**src/shared/pbc_pkg.sv**
```systemverilog
package pbc_pkg;

  // ----------------------------------------------------------------
  // Register map
  // ----------------------------------------------------------------
  localparam int unsigned ADDR_W = 8;
  localparam int unsigned DATA_W = 8;
  localparam logic [7:0] POWER_MODE_CONTROL_ADDR = 8'h08;
  localparam logic [7:0] PLL_ON_CONTROL_ADDR = 8'h09;
  localparam logic [7:0] PLL_FACTOR_AUTOBAND_CONTROL_ADDR = 8'h0A;
  localparam logic [7:0] BANDWIDTH_SELECT_CONTROL_ADDR = 8'h0F;

  // Field positions.
  localparam int unsigned POWER_MODE_LSB = 0;
  localparam int unsigned PLL_ON_BIT = 2;
  localparam int unsigned PLL_FACTOR_LSB = 0;
  localparam int unsigned PLL_FACTOR_W = 6;
  localparam int unsigned AUTOBAND_EN_BIT = 6;
  localparam int unsigned PLL_LOCK_BIT = 7;
  localparam int unsigned BW_LSB = 5;

  // Reset values.
  localparam logic [1:0] POWER_MODE_RST = 2'h0;
  localparam logic PLL_ON_RST = 1'b0;
  localparam logic [5:0] PLL_FACTOR_RST = 6'h08;
  localparam logic [1:0] BW_RST = 2'h0;

  // ----------------------------------------------------------------
  // Strap decoding
  // ----------------------------------------------------------------
  localparam logic [4:0] STRAP_DIRECT_CODE = 5'h1F;
  localparam logic [4:0] STRAP_LAST_TABLE_CODE = 5'h10;
  localparam logic [5:0] STRAP_HIGH_FACTOR = 6'h2A;

  // ----------------------------------------------------------------
  // Modes and states
  // ----------------------------------------------------------------
  typedef enum logic [1:0] {
    PBC_PM_NORMAL = 2'b00,
    PBC_PM_POWERDOWN = 2'b01,
    PBC_PM_STANDBY = 2'b10,
    PBC_PM_SLEEP = 2'b11
  } pbc_pmode_t;

  typedef enum logic [1:0] {
    PBC_AB_IDLE = 2'b00,
    PBC_AB_STEP = 2'b01,
    PBC_AB_DONE = 2'b10
  } pbc_ab_state_t;

  // Bandwidth codes and stage counts.
  localparam logic [1:0] BW_10MHZ = 2'h0;
  localparam logic [1:0] BW_5MHZ = 2'h1;
  localparam logic [1:0] STAGES_NONE = 2'h0;
  localparam logic [1:0] STAGES_ONE = 2'h1;
  localparam logic [1:0] STAGES_TWO = 2'h2;

  // ----------------------------------------------------------------
  // Timing
  // ----------------------------------------------------------------
  localparam int unsigned CLK_PERIOD_NS = 10;
  localparam int unsigned WAKE_PD_NS = 1000;
  localparam int unsigned WAKE_STANDBY_NS = 10000;
  localparam int unsigned WAKE_SLEEP_NS = 40000;
  localparam int unsigned LOCK_TIME_NS = 20000;
  localparam int unsigned BAND_SETTLE_NS = 500;
  localparam int unsigned WAKE_PD_CYC = (WAKE_PD_NS + CLK_PERIOD_NS - 1) / CLK_PERIOD_NS;
  localparam int unsigned WAKE_STANDBY_CYC = (WAKE_STANDBY_NS + CLK_PERIOD_NS - 1) / CLK_PERIOD_NS;
  localparam int unsigned WAKE_SLEEP_CYC = (WAKE_SLEEP_NS + CLK_PERIOD_NS - 1) / CLK_PERIOD_NS;
  localparam int unsigned LOCK_CYC = (LOCK_TIME_NS + CLK_PERIOD_NS - 1) / CLK_PERIOD_NS;
  localparam int unsigned BAND_SETTLE_CYC = (BAND_SETTLE_NS + CLK_PERIOD_NS - 1) / CLK_PERIOD_NS;
  localparam int unsigned CNT_W = 13;

endpackage : pbc_pkg

```
**src/design/pbc_rate_div.sv**
```systemverilog
module pbc_rate_div
  import pbc_pkg::*;
(
  input wire logic clk,
  input wire logic arst_n,
  input wire logic run,
  input wire logic [1:0] stages,
  output logic rate_en
);

  // ----------------------------------------------------------------
  // Cascaded halving
  // ----------------------------------------------------------------
  logic [1:0] cnt_q, cnt_d;
  logic rate_en_q, rate_en_d;
  logic [1:0] mask;

  // Each inserted stage halves the rate, so the pulse comes every 2^stages cycles; stages 3 gives every 4 cycles, as 2 does.
  always_comb begin
    mask = (stages == STAGES_NONE) ? 2'h0 : ((stages == STAGES_ONE) ? 2'h1 : 2'h3);
    cnt_d = run ? cnt_q + 2'h1 : 2'h0;
    rate_en_d = run && ((cnt_q & mask) == mask);
  end

  // Registered so that the enable leaves the block glitch free.
  always_ff @(posedge clk or negedge arst_n) begin
    if (!arst_n) begin
      cnt_q <= 2'h0;
      rate_en_q <= 1'b0;
    end else begin
      cnt_q <= cnt_d;
      rate_en_q <= rate_en_d;
    end
  end

  assign rate_en = rate_en_q;

endmodule : pbc_rate_div

```
**src/design/pbc_config.sv**
```systemverilog
// Summary of operation
// - Serial port stays inactive from reset until its first access, then registers rule.
// - While serial port inactive, PLL factor comes from the five strap pins.
// - Strap codes 0..16 map to the factor table; 17..30 give 42.
// - Strap code 31 disables the PLL and clocks the modulator directly.
// - Setting autoband enable bit 6 while the PLL is enabled starts automatic VCO band selection.
// - Autoband picks one optimal band among all bands reaching the target.
// - Power field selects normal, power-down, standby or sleep.
// - Standby stops clocks and channels, keeps references and CMOS drivers.
// - Sleep powers everything down and disables CMOS drivers.
// - Wake-up delay grows with circuitry switched off; sleep slowest.
// - Without serial port, power-down pin high selects power-down mode.
// - Bandwidth 10 MHz uses no halving stage, 5 MHz one, 2.5 MHz two.
// - Bandwidth comes from bits 6 to 5 of bandwidth register.
// - Each halving stage halves the rate into the fixed filter.
// - After PLL enable, lock is reported in bit 7 of PLL register.
module pbc_config
  import pbc_pkg::*;
#(
  parameter int unsigned NUM_BANDS = 16,
  parameter int unsigned BAND_W = 4
) (
  input wire logic clk,
  input wire logic arst_n,
  input wire logic reg_access,
  input wire logic reg_write,
  input wire logic [ADDR_W-1:0] reg_addr,
  input wire logic [DATA_W-1:0] reg_wdata,
  output logic [DATA_W-1:0] reg_rdata,
  input wire logic [4:0] pll_factor_strap_pins,
  input wire logic powerdown_pin,
  input wire logic vco_in_range,
  output logic serial_active,
  output logic pll_enable,
  output logic pll_bypass,
  output logic [5:0] pll_factor,
  output logic pll_locked,
  output logic [BAND_W-1:0] vco_band,
  output logic autoband_busy,
  output logic [1:0] power_mode,
  output logic analog_on,
  output logic clocks_on,
  output logic ref_on,
  output logic channel_out_en,
  output logic cmos_drv_en,
  output logic wake_ready,
  output logic [1:0] decim_stages,
  output logic filter_rate_en
);

  // ----------------------------------------------------------------
  // Helpers
  // ----------------------------------------------------------------
  function automatic logic [5:0] strap_to_factor(input logic [4:0] code);
    case (code)
      5'h00: return 6'h08;
      5'h01: return 6'h09;
      5'h02: return 6'h0A;
      5'h03: return 6'h0C;
      5'h04: return 6'h0E;
      5'h05: return 6'h0F;
      5'h06: return 6'h10;
      5'h07: return 6'h11;
      5'h08: return 6'h12;
      5'h09: return 6'h14;
      5'h0A: return 6'h15;
      5'h0B: return 6'h18;
      5'h0C: return 6'h19;
      5'h0D: return 6'h1C;
      5'h0E: return 6'h1E;
      5'h0F: return 6'h20;
      5'h10: return 6'h22;
      default: return STRAP_HIGH_FACTOR;
    endcase
  endfunction : strap_to_factor

  // ----------------------------------------------------------------
  // Register file
  // ----------------------------------------------------------------
  logic serial_active_q, serial_active_d;
  logic [1:0] pmode_reg_q, pmode_reg_d;
  logic pll_on_bit_q, pll_on_bit_d;
  logic [5:0] pll_factor_field_q, pll_factor_field_d;
  logic ab_en_q, ab_en_d;
  logic [1:0] bw_q, bw_d;
  logic [DATA_W-1:0] rdata_q, rdata_d;
  logic lock_q;
  // The first access of any kind wakes the serial port for good.
  always_comb begin
    serial_active_d = serial_active_q | reg_access;
    pmode_reg_d = pmode_reg_q;
    pll_on_bit_d = pll_on_bit_q;
    pll_factor_field_d = pll_factor_field_q;
    ab_en_d = ab_en_q;
    bw_d = bw_q;
    rdata_d = rdata_q;
    if (reg_access && reg_write) begin
      case (reg_addr)
        POWER_MODE_CONTROL_ADDR: pmode_reg_d = reg_wdata[POWER_MODE_LSB +: 2];
        PLL_ON_CONTROL_ADDR: pll_on_bit_d = reg_wdata[PLL_ON_BIT];
        PLL_FACTOR_AUTOBAND_CONTROL_ADDR: begin
          pll_factor_field_d = reg_wdata[PLL_FACTOR_LSB +: PLL_FACTOR_W];
          ab_en_d = reg_wdata[AUTOBAND_EN_BIT];
        end
        BANDWIDTH_SELECT_CONTROL_ADDR: bw_d = reg_wdata[BW_LSB +: 2];
        default: ;
      endcase
    end else if (reg_access) begin
      case (reg_addr)
        POWER_MODE_CONTROL_ADDR: rdata_d = {6'h00, pmode_reg_q};
        PLL_ON_CONTROL_ADDR: rdata_d = {5'h00, pll_on_bit_q, 2'h0};
        PLL_FACTOR_AUTOBAND_CONTROL_ADDR: rdata_d = {lock_q, ab_en_q, pll_factor_field_q};
        BANDWIDTH_SELECT_CONTROL_ADDR: rdata_d = {1'b0, bw_q, 5'h00};
        default: rdata_d = 8'h00;
      endcase
    end
  end
  // Register state; reset loads constants only.
  always_ff @(posedge clk or negedge arst_n) begin
    if (!arst_n) begin
      serial_active_q <= 1'b0;
      pmode_reg_q <= POWER_MODE_RST;
      pll_on_bit_q <= PLL_ON_RST;
      pll_factor_field_q <= PLL_FACTOR_RST;
      ab_en_q <= 1'b0;
      bw_q <= BW_RST;
      rdata_q <= 8'h00;
    end else begin
      serial_active_q <= serial_active_d;
      pmode_reg_q <= pmode_reg_d;
      pll_on_bit_q <= pll_on_bit_d;
      pll_factor_field_q <= pll_factor_field_d;
      ab_en_q <= ab_en_d;
      bw_q <= bw_d;
      rdata_q <= rdata_d;
    end
  end

  assign reg_rdata = rdata_q;
  assign serial_active = serial_active_q;
  // ----------------------------------------------------------------
  // Clock source and power mode selection
  // ----------------------------------------------------------------
  logic [1:0] pmode_q, pmode_d;
  logic [5:0] factor_q, factor_d;
  logic pll_en_q, pll_en_d;
  logic bypass_q, bypass_d;
  logic [CNT_W-1:0] wake_cnt_q, wake_cnt_d;
  logic [CNT_W-1:0] lock_cnt_q, lock_cnt_d;
  logic lock_d;
  // Straps rule until the host talks; afterwards only the registers matter.
  always_comb begin
    if (serial_active_q) begin
      factor_d = pll_factor_field_q;
      pll_en_d = pll_on_bit_q;
      bypass_d = !pll_on_bit_q;
      pmode_d = pmode_reg_q;
    end else begin
      factor_d = strap_to_factor(pll_factor_strap_pins);
      bypass_d = (pll_factor_strap_pins == STRAP_DIRECT_CODE);
      pll_en_d = !bypass_d;
      pmode_d = powerdown_pin ? PBC_PM_POWERDOWN : PBC_PM_NORMAL;
    end
    // A deeper mode leaves more to restart, so the wake wait is longer.
    wake_cnt_d = (wake_cnt_q != '0) ? wake_cnt_q - 1'b1 : wake_cnt_q;
    if (pmode_d == PBC_PM_NORMAL && pmode_q != PBC_PM_NORMAL) begin
      case (pmode_q)
        PBC_PM_POWERDOWN: wake_cnt_d = CNT_W'(WAKE_PD_CYC);
        PBC_PM_STANDBY: wake_cnt_d = CNT_W'(WAKE_STANDBY_CYC);
        default: wake_cnt_d = CNT_W'(WAKE_SLEEP_CYC);
      endcase
    end
    // Lock is lost whenever the PLL or its clocks are switched off.
    lock_cnt_d = lock_cnt_q;
    lock_d = lock_q;
    if (!pll_en_q || pmode_q == PBC_PM_STANDBY || pmode_q == PBC_PM_SLEEP) begin
      lock_cnt_d = CNT_W'(LOCK_CYC);
      lock_d = 1'b0;
    end else if (lock_cnt_q != '0) begin
      lock_cnt_d = lock_cnt_q - 1'b1;
    end else begin
      lock_d = 1'b1;
    end
  end
  // Applied clocking and power state, bypassed from reset until straps are seen.
  always_ff @(posedge clk or negedge arst_n) begin
    if (!arst_n) begin
      pmode_q <= PBC_PM_NORMAL;
      factor_q <= PLL_FACTOR_RST;
      pll_en_q <= 1'b0;
      bypass_q <= 1'b1;
      wake_cnt_q <= '0;
      lock_cnt_q <= CNT_W'(LOCK_CYC);
      lock_q <= 1'b0;
    end else begin
      pmode_q <= pmode_d;
      factor_q <= factor_d;
      pll_en_q <= pll_en_d;
      bypass_q <= bypass_d;
      wake_cnt_q <= wake_cnt_d;
      lock_cnt_q <= lock_cnt_d;
      lock_q <= lock_d;
    end
  end
  // Power domain controls decoded from the applied mode.
  assign power_mode = pmode_q;
  assign analog_on = (pmode_q == PBC_PM_NORMAL);
  assign clocks_on = (pmode_q == PBC_PM_NORMAL) || (pmode_q == PBC_PM_POWERDOWN);
  assign channel_out_en = clocks_on;
  assign ref_on = (pmode_q != PBC_PM_SLEEP);
  assign cmos_drv_en = (pmode_q != PBC_PM_SLEEP);
  assign wake_ready = (pmode_q == PBC_PM_NORMAL) && (wake_cnt_q == '0);
  assign pll_factor = factor_q;
  assign pll_enable = pll_en_q;
  assign pll_bypass = bypass_q;
  assign pll_locked = lock_q;
  // ----------------------------------------------------------------
  // Automatic VCO band selection
  // ----------------------------------------------------------------
  pbc_ab_state_t ab_state_q, ab_state_d;
  logic ab_en_prev_q;
  logic [BAND_W-1:0] band_q, band_d, first_q, first_d, last_q, last_d;
  logic found_q, found_d;
  logic [CNT_W-1:0] settle_q, settle_d;
  // Every band is tried; the centre of the passing run has the most margin.
  always_comb begin
    ab_state_d = ab_state_q;
    band_d = band_q;
    first_d = first_q;
    last_d = last_q;
    found_d = found_q;
    settle_d = settle_q;
    case (ab_state_q)
      PBC_AB_IDLE, PBC_AB_DONE: begin
        if (ab_en_q && !ab_en_prev_q && pll_en_q) begin
          ab_state_d = PBC_AB_STEP;
          band_d = '0;
          found_d = 1'b0;
          settle_d = CNT_W'(BAND_SETTLE_CYC);
        end
      end
      PBC_AB_STEP: begin
        if (!pll_en_q) begin
          ab_state_d = PBC_AB_IDLE;
        end else if (settle_q != '0) begin
          settle_d = settle_q - 1'b1;
        end else begin
          if (vco_in_range) begin
            first_d = found_q ? first_q : band_q;
            last_d = band_q;
            found_d = 1'b1;
          end
          settle_d = CNT_W'(BAND_SETTLE_CYC);
          if (band_q == BAND_W'(NUM_BANDS - 1)) begin
            ab_state_d = PBC_AB_DONE;
            if (found_d) begin
              band_d = BAND_W'(({1'b0, first_d} + {1'b0, last_d}) >> 1);
            end
          end else begin
            band_d = band_q + 1'b1;
          end
        end
      end
      default: ab_state_d = PBC_AB_IDLE;
    endcase
  end
  // Search state; the previous enable value feeds the start edge detector.
  always_ff @(posedge clk or negedge arst_n) begin
    if (!arst_n) begin
      ab_state_q <= PBC_AB_IDLE;
      ab_en_prev_q <= 1'b0;
      band_q <= '0;
      first_q <= '0;
      last_q <= '0;
      found_q <= 1'b0;
      settle_q <= '0;
    end else begin
      ab_state_q <= ab_state_d;
      ab_en_prev_q <= ab_en_q;
      band_q <= band_d;
      first_q <= first_d;
      last_q <= last_d;
      found_q <= found_d;
      settle_q <= settle_d;
    end
  end
  assign vco_band = band_q;
  assign autoband_busy = (ab_state_q == PBC_AB_STEP);
  // ----------------------------------------------------------------
  // Bandwidth selection
  // ----------------------------------------------------------------
  // Unused code 3 falls to the narrowest band rather than to an illegal stage count.
  always_comb begin
    case (bw_q)
      BW_10MHZ: decim_stages = STAGES_NONE;
      BW_5MHZ: decim_stages = STAGES_ONE;
      default: decim_stages = STAGES_TWO;
    endcase
  end

  pbc_rate_div u_rate_div (.clk(clk), .arst_n(arst_n), .run(clocks_on), .stages(decim_stages),
    .rate_en(filter_rate_en));

  // ----------------------------------------------------------------
  // Checks
  // ----------------------------------------------------------------
  chk_serial_sticky: assert property (@(posedge clk) disable iff (!arst_n)
    serial_active_q |=> serial_active_q) else $error("serial port fell back to straps");
  chk_strap_factor: assert property (@(posedge clk) disable iff (!arst_n)
    (!serial_active_q && pll_factor_strap_pins == 5'h10 && $stable(pll_factor_strap_pins))
    |=> (pll_factor == 6'h22 || serial_active_q)) else $error("strap 16 not factor 34");
  chk_strap_direct: assert property (@(posedge clk) disable iff (!arst_n)
    (!serial_active_q && !reg_access && pll_factor_strap_pins == STRAP_DIRECT_CODE)
    |=> pll_bypass && !pll_enable) else $error("strap 31 not direct clocking");
  chk_pdpin_mode: assert property (@(posedge clk) disable iff (!arst_n)
    (!serial_active_q && !reg_access && powerdown_pin) |=> power_mode == PBC_PM_POWERDOWN)
    else $error("power-down pin ignored");
  chk_standby_domains: assert property (@(posedge clk) disable iff (!arst_n)
    power_mode == PBC_PM_STANDBY |-> !clocks_on && !channel_out_en && ref_on && cmos_drv_en)
    else $error("standby domains wrong");
  chk_sleep_domains: assert property (@(posedge clk) disable iff (!arst_n)
    power_mode == PBC_PM_SLEEP |-> !ref_on && !cmos_drv_en && !analog_on) else $error("sleep domains wrong");
  chk_wake_order: assert property (@(posedge clk) disable iff (!arst_n)
    ($past(power_mode) == PBC_PM_SLEEP && power_mode == PBC_PM_NORMAL)
    |-> !wake_ready [*8]) else $error("sleep wake too short");
  chk_lock_clear: assert property (@(posedge clk) disable iff (!arst_n)
    (!pll_enable && !$past(pll_enable)) |-> !pll_locked) else $error("lock without PLL");
  chk_autoband_start: assert property (@(posedge clk) disable iff (!arst_n)
    ($rose(ab_en_q) && pll_en_q && !autoband_busy) |=> autoband_busy) else $error("autoband did not start");
  chk_bw_rate: assert property (@(posedge clk) disable iff (!arst_n)
    (filter_rate_en && decim_stages == STAGES_ONE && $stable(decim_stages) && clocks_on)
    |=> !filter_rate_en) else $error("half rate enable too dense");
endmodule : pbc_config

```
**config.mk**
```make
export PLATFORM = sky130hd
export DESIGN_NAME = pbc_config
export DESIGN_NICKNAME = d
export VERILOG_FILES = /design/src/shared/pbc_pkg.sv /design/src/design/pbc_rate_div.sv /design/src/design/pbc_config.sv
export SDC_FILE = /design/constraint.sdc
export NUM_CORES = 1
export LEC_CHECK = 0
export ABC_AREA = 1
export CAP_MARGIN = 20
export CORE_ASPECT_RATIO = 0.6
export CORE_MARGIN = 2
export CORE_UTILIZATION = 58
export CTS_BUF_LIST = sky130_fd_sc_hd__clkbuf_16
export DETAILED_ROUTE_END_ITERATION = 16
export DONT_BUFFER_PORTS = 1
export PLACE_DENSITY = 0.76
export SLEW_MARGIN = 25
export SYNTH_ARGS = -nofsm -noshare
export SYNTH_HDL_FRONTEND = slang
export SYNTH_SLANG_ARGS = --single-unit
```
**constraint.sdc**
```tcl
create_clock -name clk -period 1.6 [get_ports clk]
set_input_delay 0.24 -clock clk [delete_from_list [all_inputs] [get_ports clk]]
set_output_delay 0.24 -clock clk [all_outputs]
set_load 0.01 [all_outputs]
```
Word level (Yosys, flattened, before mapping)
Memory sizes are Yosys's and may differ from the RTL's. Cells that the tools add are included.

Bits in latches: 0. Word-level logic and storage cells: 142. Bits of input ports: 27. Output and inout bits: 34. Bits in writable memories: 0. Memories kept: 1. ROM bits: 192. Bits in registers: 90.

Memory list: (name not given) (words 32, bits a word 6, read ports 1, clocked after memory_dff 0, wr ports 0, RTL line pbc_config.sv:55) `case (code)`.

Add/subtract/negate cells: 6. Multiplexer cells: 49. Equality and inequality tests: 22. Multipliers: 0. Bitwise gates (word level): 4. Divide/modulo/power cells: 0. Reduce and logical (&&, ||, !) cells: 37. Shift operators: 0. Magnitude comparators: 0.

Operators with widths (count): $mux W13 (7); $mux W4 (14); $reduce_bool A13 Y1 (3); $sub A13 B1 Y13 const B (3); $eq A8 B4 Y1 const B (4); $pmux W8 S4 (1); $pmux W13 S2 (1); $pmux W12 S2 (1); $mux W2 (8); $logic_not A13 Y1 (1); $mux W1 (12); $logic_not A2 Y1 (5); $reduce_and A2 Y1 (5); $reduce_and A3 Y1 (3); $eq A2 B1 Y1 const B (4); $ne A2 B2 Y1 const B (4); $pmux W2 S2 (2); $pmux W4 S2 (1); $reduce_bool A2 Y1 (4); $eq A2 B2 Y1 const B (3); $logic_and A1 B1 Y1 (6); $mux W6 (1); $ne A3 B3 Y1 const B (2); $add A4 B4 Y5 (1); other kinds (16) (22).

Logic depth before layout (Yosys ltp)
Depth after elaboration: 11. Mapped depth: 14. Depth with buffers taken out: 14.

Modules after synthesis
From an unflattened synthesis, not the netlist that was laid out.

Cell total of the unflattened synthesis: 652. Area total of the unflattened synthesis: 5008.6 sq um.

Modules (own cells, without submodules): pbc_config (seq. area each 2188.3 sq um, cells an instance 637, times used 1, area each 4887.2 sq um); pbc_rate_div (seq. area each 75.1 sq um, cells an instance 15, times used 1, area each 121.4 sq um).

Worst setup path before layout
Ideal clock, no wire load.

Path kind: register to register. From: register found_q. To: register band_q[3] (netlist: vco_band[3]). Data required time: 1.473 ns. Library setup time: 0.127 ns. Buffers on the path: 0. Cell stages (with the launch flop): 14. Setup slack: -0.106 ns. Data arrival time: 1.579 ns. Clock period less this slack: 1.706 ns. Cells stage by stage: dfrtp_1 -> inv_1 -> nand2_1 -> nand2_1 -> nand2_1 -> inv_1 -> nor2_1 -> fa_1 -> nand2_1 -> inv_1 -> o21ai_0 -> nand2_1 -> o21ai_0 -> o21ai_0.

Cells in the longest elaborated chain, start to end: 11. Elaborated cells on any way between the ends: 17. Classes of those cells: add/sub (1); eq/ne (1); mux (14); reduce/logical (1).

Ends and longest elaborated chain: start: declaration (RTL line pbc_config.sv:223) `logic found_q, found_d;`; start signal: assignment (RTL line pbc_config.sv:283) `found_q <= found_d;`; $mux W4 (RTL line pbc_config.sv:249) `first_d = found_q ? first_q : band_q;`; $mux W4 (RTL line pbc_config.sv:248) `if (vco_in_range) begin`; $mux W4 (RTL line pbc_config.sv:245) `end else if (settle_q != '0) begin`; $mux W4 (RTL line pbc_config.sv:243) `if (!pll_en_q) begin`; $mux W4 (RTL line pbc_config.sv:233) `case (ab_state_q)`; $add A4 B4 Y5 (RTL line pbc_config.sv:257) `band_d = BAND_W'(({1'b0, first_d} + {1'b0, last_d}) >> 1);`; $mux W4 (RTL line pbc_config.sv:256) `if (found_d) begin`; $mux W4 (RTL line pbc_config.sv:254) `if (band_q == BAND_W'(NUM_BANDS - 1)) begin`; $mux W4 (RTL line pbc_config.sv:245); $mux W4 (RTL line pbc_config.sv:243); $pmux W4 S2 (RTL line pbc_config.sv:233); end signal: assignment (RTL line pbc_config.sv:280) `band_q <= band_d;`; end: declaration (RTL line pbc_config.sv:222) `logic [BAND_W-1:0] band_q, band_d, first_q, first_d, last_q, last_d;`.

Several ways; a longest one is shown, not always the timed one. The select of a mux whose other input is x is not followed. A chain may end at the register's enable or synchronous reset.

Final worst setup path
Same ends and word-level chain as after synthesis.

==> results.yml <==
status:
  outcome: "complete, but fails checks"
  failed_checks: "negative hold slack, negative setup slack"
setup_path:
  path_max_fanout: 5
  worstSetupPathType: "flop to flop"
  rr_worst_depth: 13
  setup.worst_path.start_class: "flop"
  crit_arrival_ns: 1.98
  cp.required_ns: 1.83
  crit_path_end_kind: "flop"
pwr:
  swShare: 0.318
  p_int_mw: 4.37
  p_clk_frac: 0.330
  total_power_mw: 6.41
  vdd.ir_drop.worst_v: 0.000555
  leakage_nw: 3.11
  pwr_density_cell_mw_per_mm2: 1040
  comb_power_share: 0.250
  switchingPower_mw: 2.04
  p_seq_frac: 0.421
timing:
  setup_tns_ns: -0.473
  max_freq_mhz: 571
  finalClockSkew_ns: 0.00609
  finalCriticalPeriod_ns: 1.75
  relSlewSlack: 0.713
  tightest_slew_ns: 0.426
  hold_viol: 90
  slew_violations: 0
  rsz0062_at_grt: "yes"
  finalCritPeriodShare: 1.09
  fin_ws_ns: -0.150
  setup_viol: 8
  timing.hold.ws_ns: -0.416
clocking:
  insertion_delay_ns: 0.34
  cts_tree: "built"
  htreeDepth: 3
  cts_root_buf: "clkbuf_16"
  path_clk_slew_ns: 0.06
  cts_buffers: 9
  cts.path.max_buffers: 2
  cts.sinks: 90
place:
  place_congestion: 0.943
  dp_hpwl_um: 8460
  place_area_mm2: 0.00540
  port_buffers: 0
  dpl.cell_count: 790
global_route:
  grt_max_degree: 91
  grt_overflow: 0
  grt_pass1_wl_um: 20400
  grt_pass1_vias: 4257
  antenna_found_initial: 0
  grtUsageTotal: 0.266
yosys:
  syn_area_mm2: 0.00504
  synth_nets: 699
  synth.yosys.seq_area_share: 0.449
  ys_types: 39
  synth-seq-cells: 90
  synth_cells: 651
  ys_warn_count: 0
  syn-mean-instance-area_um2: 7.74
die:
  start_util: 0.596
  dieArea_mm2: 0.00948
  ios: 61
  die_y_um: 76.2
  die_w_um: 124
  coreArea_mm2: 0.00846
  rows: 26
route:
  drt-pass1-iter-count: 5
  routedWlPerCell_um: 15.6
  remaining_drc_errors: 0
  viasPerCell: 5.55
  drtIter0Drc: 494
  ant_nets: 0
  vias: 4578
  drt-total-wl_um: 12900
layout:
  synthToLayoutAreaGrowth_pct: 22.6
  fillers: 594
  instances_no_fill: 825
  num-nets-final: 756
  multi_input_area_mm2: 0.00263
  seq_area_mm2: 0.00227
  final_core_util: 0.731
  n_antenna_cell: 0
  finish.instance_area_mm2: 0.00618
  drive_gt1_frac: 0.254
job:
  maxCapViolations: 0
min_path:
  hp-class: "primary input to async pin"
-- sequential cells by signal, summed over array words and instances, names as in the netlist, 4 cells and up --
name and count:
lock_cnt_q 13, settle_q 13, wake_cnt_q 13, reg_rdata 8
pll_factor 6, pll_factor_field_q 6, first_q 4, last_q 4
vco_band 4
-- critical path: stages (launching register included) --
cell and delay, ns:
dfrtp_1 0.39, inv_2 0.10, nand2_4 0.09, nand2_2 0.07, nand2_2 0.05, inv_2 0.07
nor2_2 0.04, fa_2 0.35, nand2_2 0.07, inv_2 0.04, o21ai_1 0.14, nand2_1 0.08
o21ai_1 0.08, o21ai_1 0.07
-- per-layer routing --
metal,track usage,share of wire
met5,0,0
met4,0.0663,0.018
met3,0.0815,0.079
met2,0.414,0.46
met1,0.368,0.45
-- Yosys cell counts --
library cell    n  area, µm²
nand2_1       161        604
inv_1         104        390
dfrtp_1        81       2030
nor2_1         70        263
o21ai_0        45        225
nand3_1        37        185
a21oi_1        21        105
ha_1           20        250
nor3_1         14       70.1
xor2_1         11       96.3
nand4_1        10       62.6
dfstp_2         9        236
o21ai_2         6       52.6
o22ai_1         6       37.5
o31ai_1         5       37.5
inv_2           4       15.0
nor2_2          4       25.0
or2_2           4       25.0
buf_4           3       22.5
clkbuf_1        3       11.3
nand3_2         3       30.0
nor4_1          3       18.8
o211ai_1        3       22.5
a21oi_2         2       17.5
buf_2           2       10.0
buf_6           2       22.5
nand2_2         2       12.5
nand2_4         2       22.5
nor2_4          2       22.5
o21bai_1        2       15.0
xnor2_1         2       17.5
a21boi_0        1       7.51
a22oi_1         1       7.51
a31oi_1         1       6.26
fa_1            1       20.0
nor3_2          1       10.0
nor3b_1         1       7.51
nor4_4          1       21.3
o21a_1          1       7.51
-- cell families (layout without fill, tap and decap cells) --
| family | count (synthesis) | count (layout) | share of synthesized area |
|---|---|---|---|
| simple gates | 315 | 315 | 0.274 |
| buf+inv | 118 | 180 | 0.0936 |
| compound gates | 94 | 94 | 0.107 |
| flops | 90 | 90 | 0.449 |
| fa+ha+maj | 21 | 21 | 0.0536 |
| xor+xnor | 13 | 13 | 0.0226 |
-- power by group through the flow --
stage | clock network (mW) | registers [mW] | logic (mW)
after detailed placement | 0 | 2.69 | 1.00
after floorplan | 0 | 2.65 | 0.762
after global routing | 2.25 | 2.71 | 1.75
final | 2.11 | 2.70 | 1.60
after CTS | 2.13 | 2.66 | 1.21
after global placement | 0 | 2.68 | 0.952
-- area by class of cell --
class | instances | share of cell area
timing repair buffer | 56 | 0.0711
clock buffer | 9 | 0.0364
clock inverter | 7 | 0.0109
sequential | 90 | 0.367
multi-input combinational | 443 | 0.425
inverter | 108 | 0.0664
tap | 112 | 0.0227
-- cells in the final DEF, fill, tap and decap left out, types with 3 or more instances in the layout --
cell type	count
ha_4	6
nor2_1	57
nand4_1	10
nor2_4	8
buf_6	5
o31ai_1	5
xor2_1	11
nand2_2	10
inv_2	16
nand3_2	12
nor2_2	11
a21oi_2	4
buf_4	51
dfrtp_1	77
nor3_1	11
nand2_1	149
o21ai_0	29
or2_2	4
inv_1	91
o21ai_1	15
nand3_1	27
dfrtp_2	4
clkbuf_16	9
nand2_4	6
ha_1	13
o22ai_1	5
dfstp_2	9
a21oi_1	19
o211ai_1	3
o21ai_2	7
-- final timing paths --
check                                             end                start  slack, ns
max                           vco_band[3]$_DFFE_PN0P_  found_q$_DFFE_PN0P_      -0.15
min                           pll_factor[0]$_DFF_PN0_               arst_n      -0.42
min in group clk              serial_active$_DFF_PN0_           reg_access       0.01
max in group asynchronous  lock_cnt_q[10]$_DFFE_PN1P_               arst_n       1.76
max reg2reg                   vco_band[3]$_DFFE_PN0P_  found_q$_DFFE_PN0P_      -0.15
min reg2reg                    ab_en_prev_q$_DFF_PN0_  ab_en_q$_DFFE_PN0P_       0.48
-- through the flow --
step	hold slack (ns)	setup WS, ns
6_report	-0.416	-0.150
5_1_grt	-0.428	-0.219
4_1_cts	-0.424	-0.0847
3_5_place_dp	-0.0537	-0.144
3_3_place_gp	-0.0539	-0.112
2_1_floorplan	-0.0556	0.0189
-- timing repair --
action	CTS	global route
endpoints found under the hold margin	90	90
setup buffers	13	7
endpoints found under the setup margin	18	43
resized for setup	40	65
pin swaps	17	22
Power figures use the tool's default switching activity.
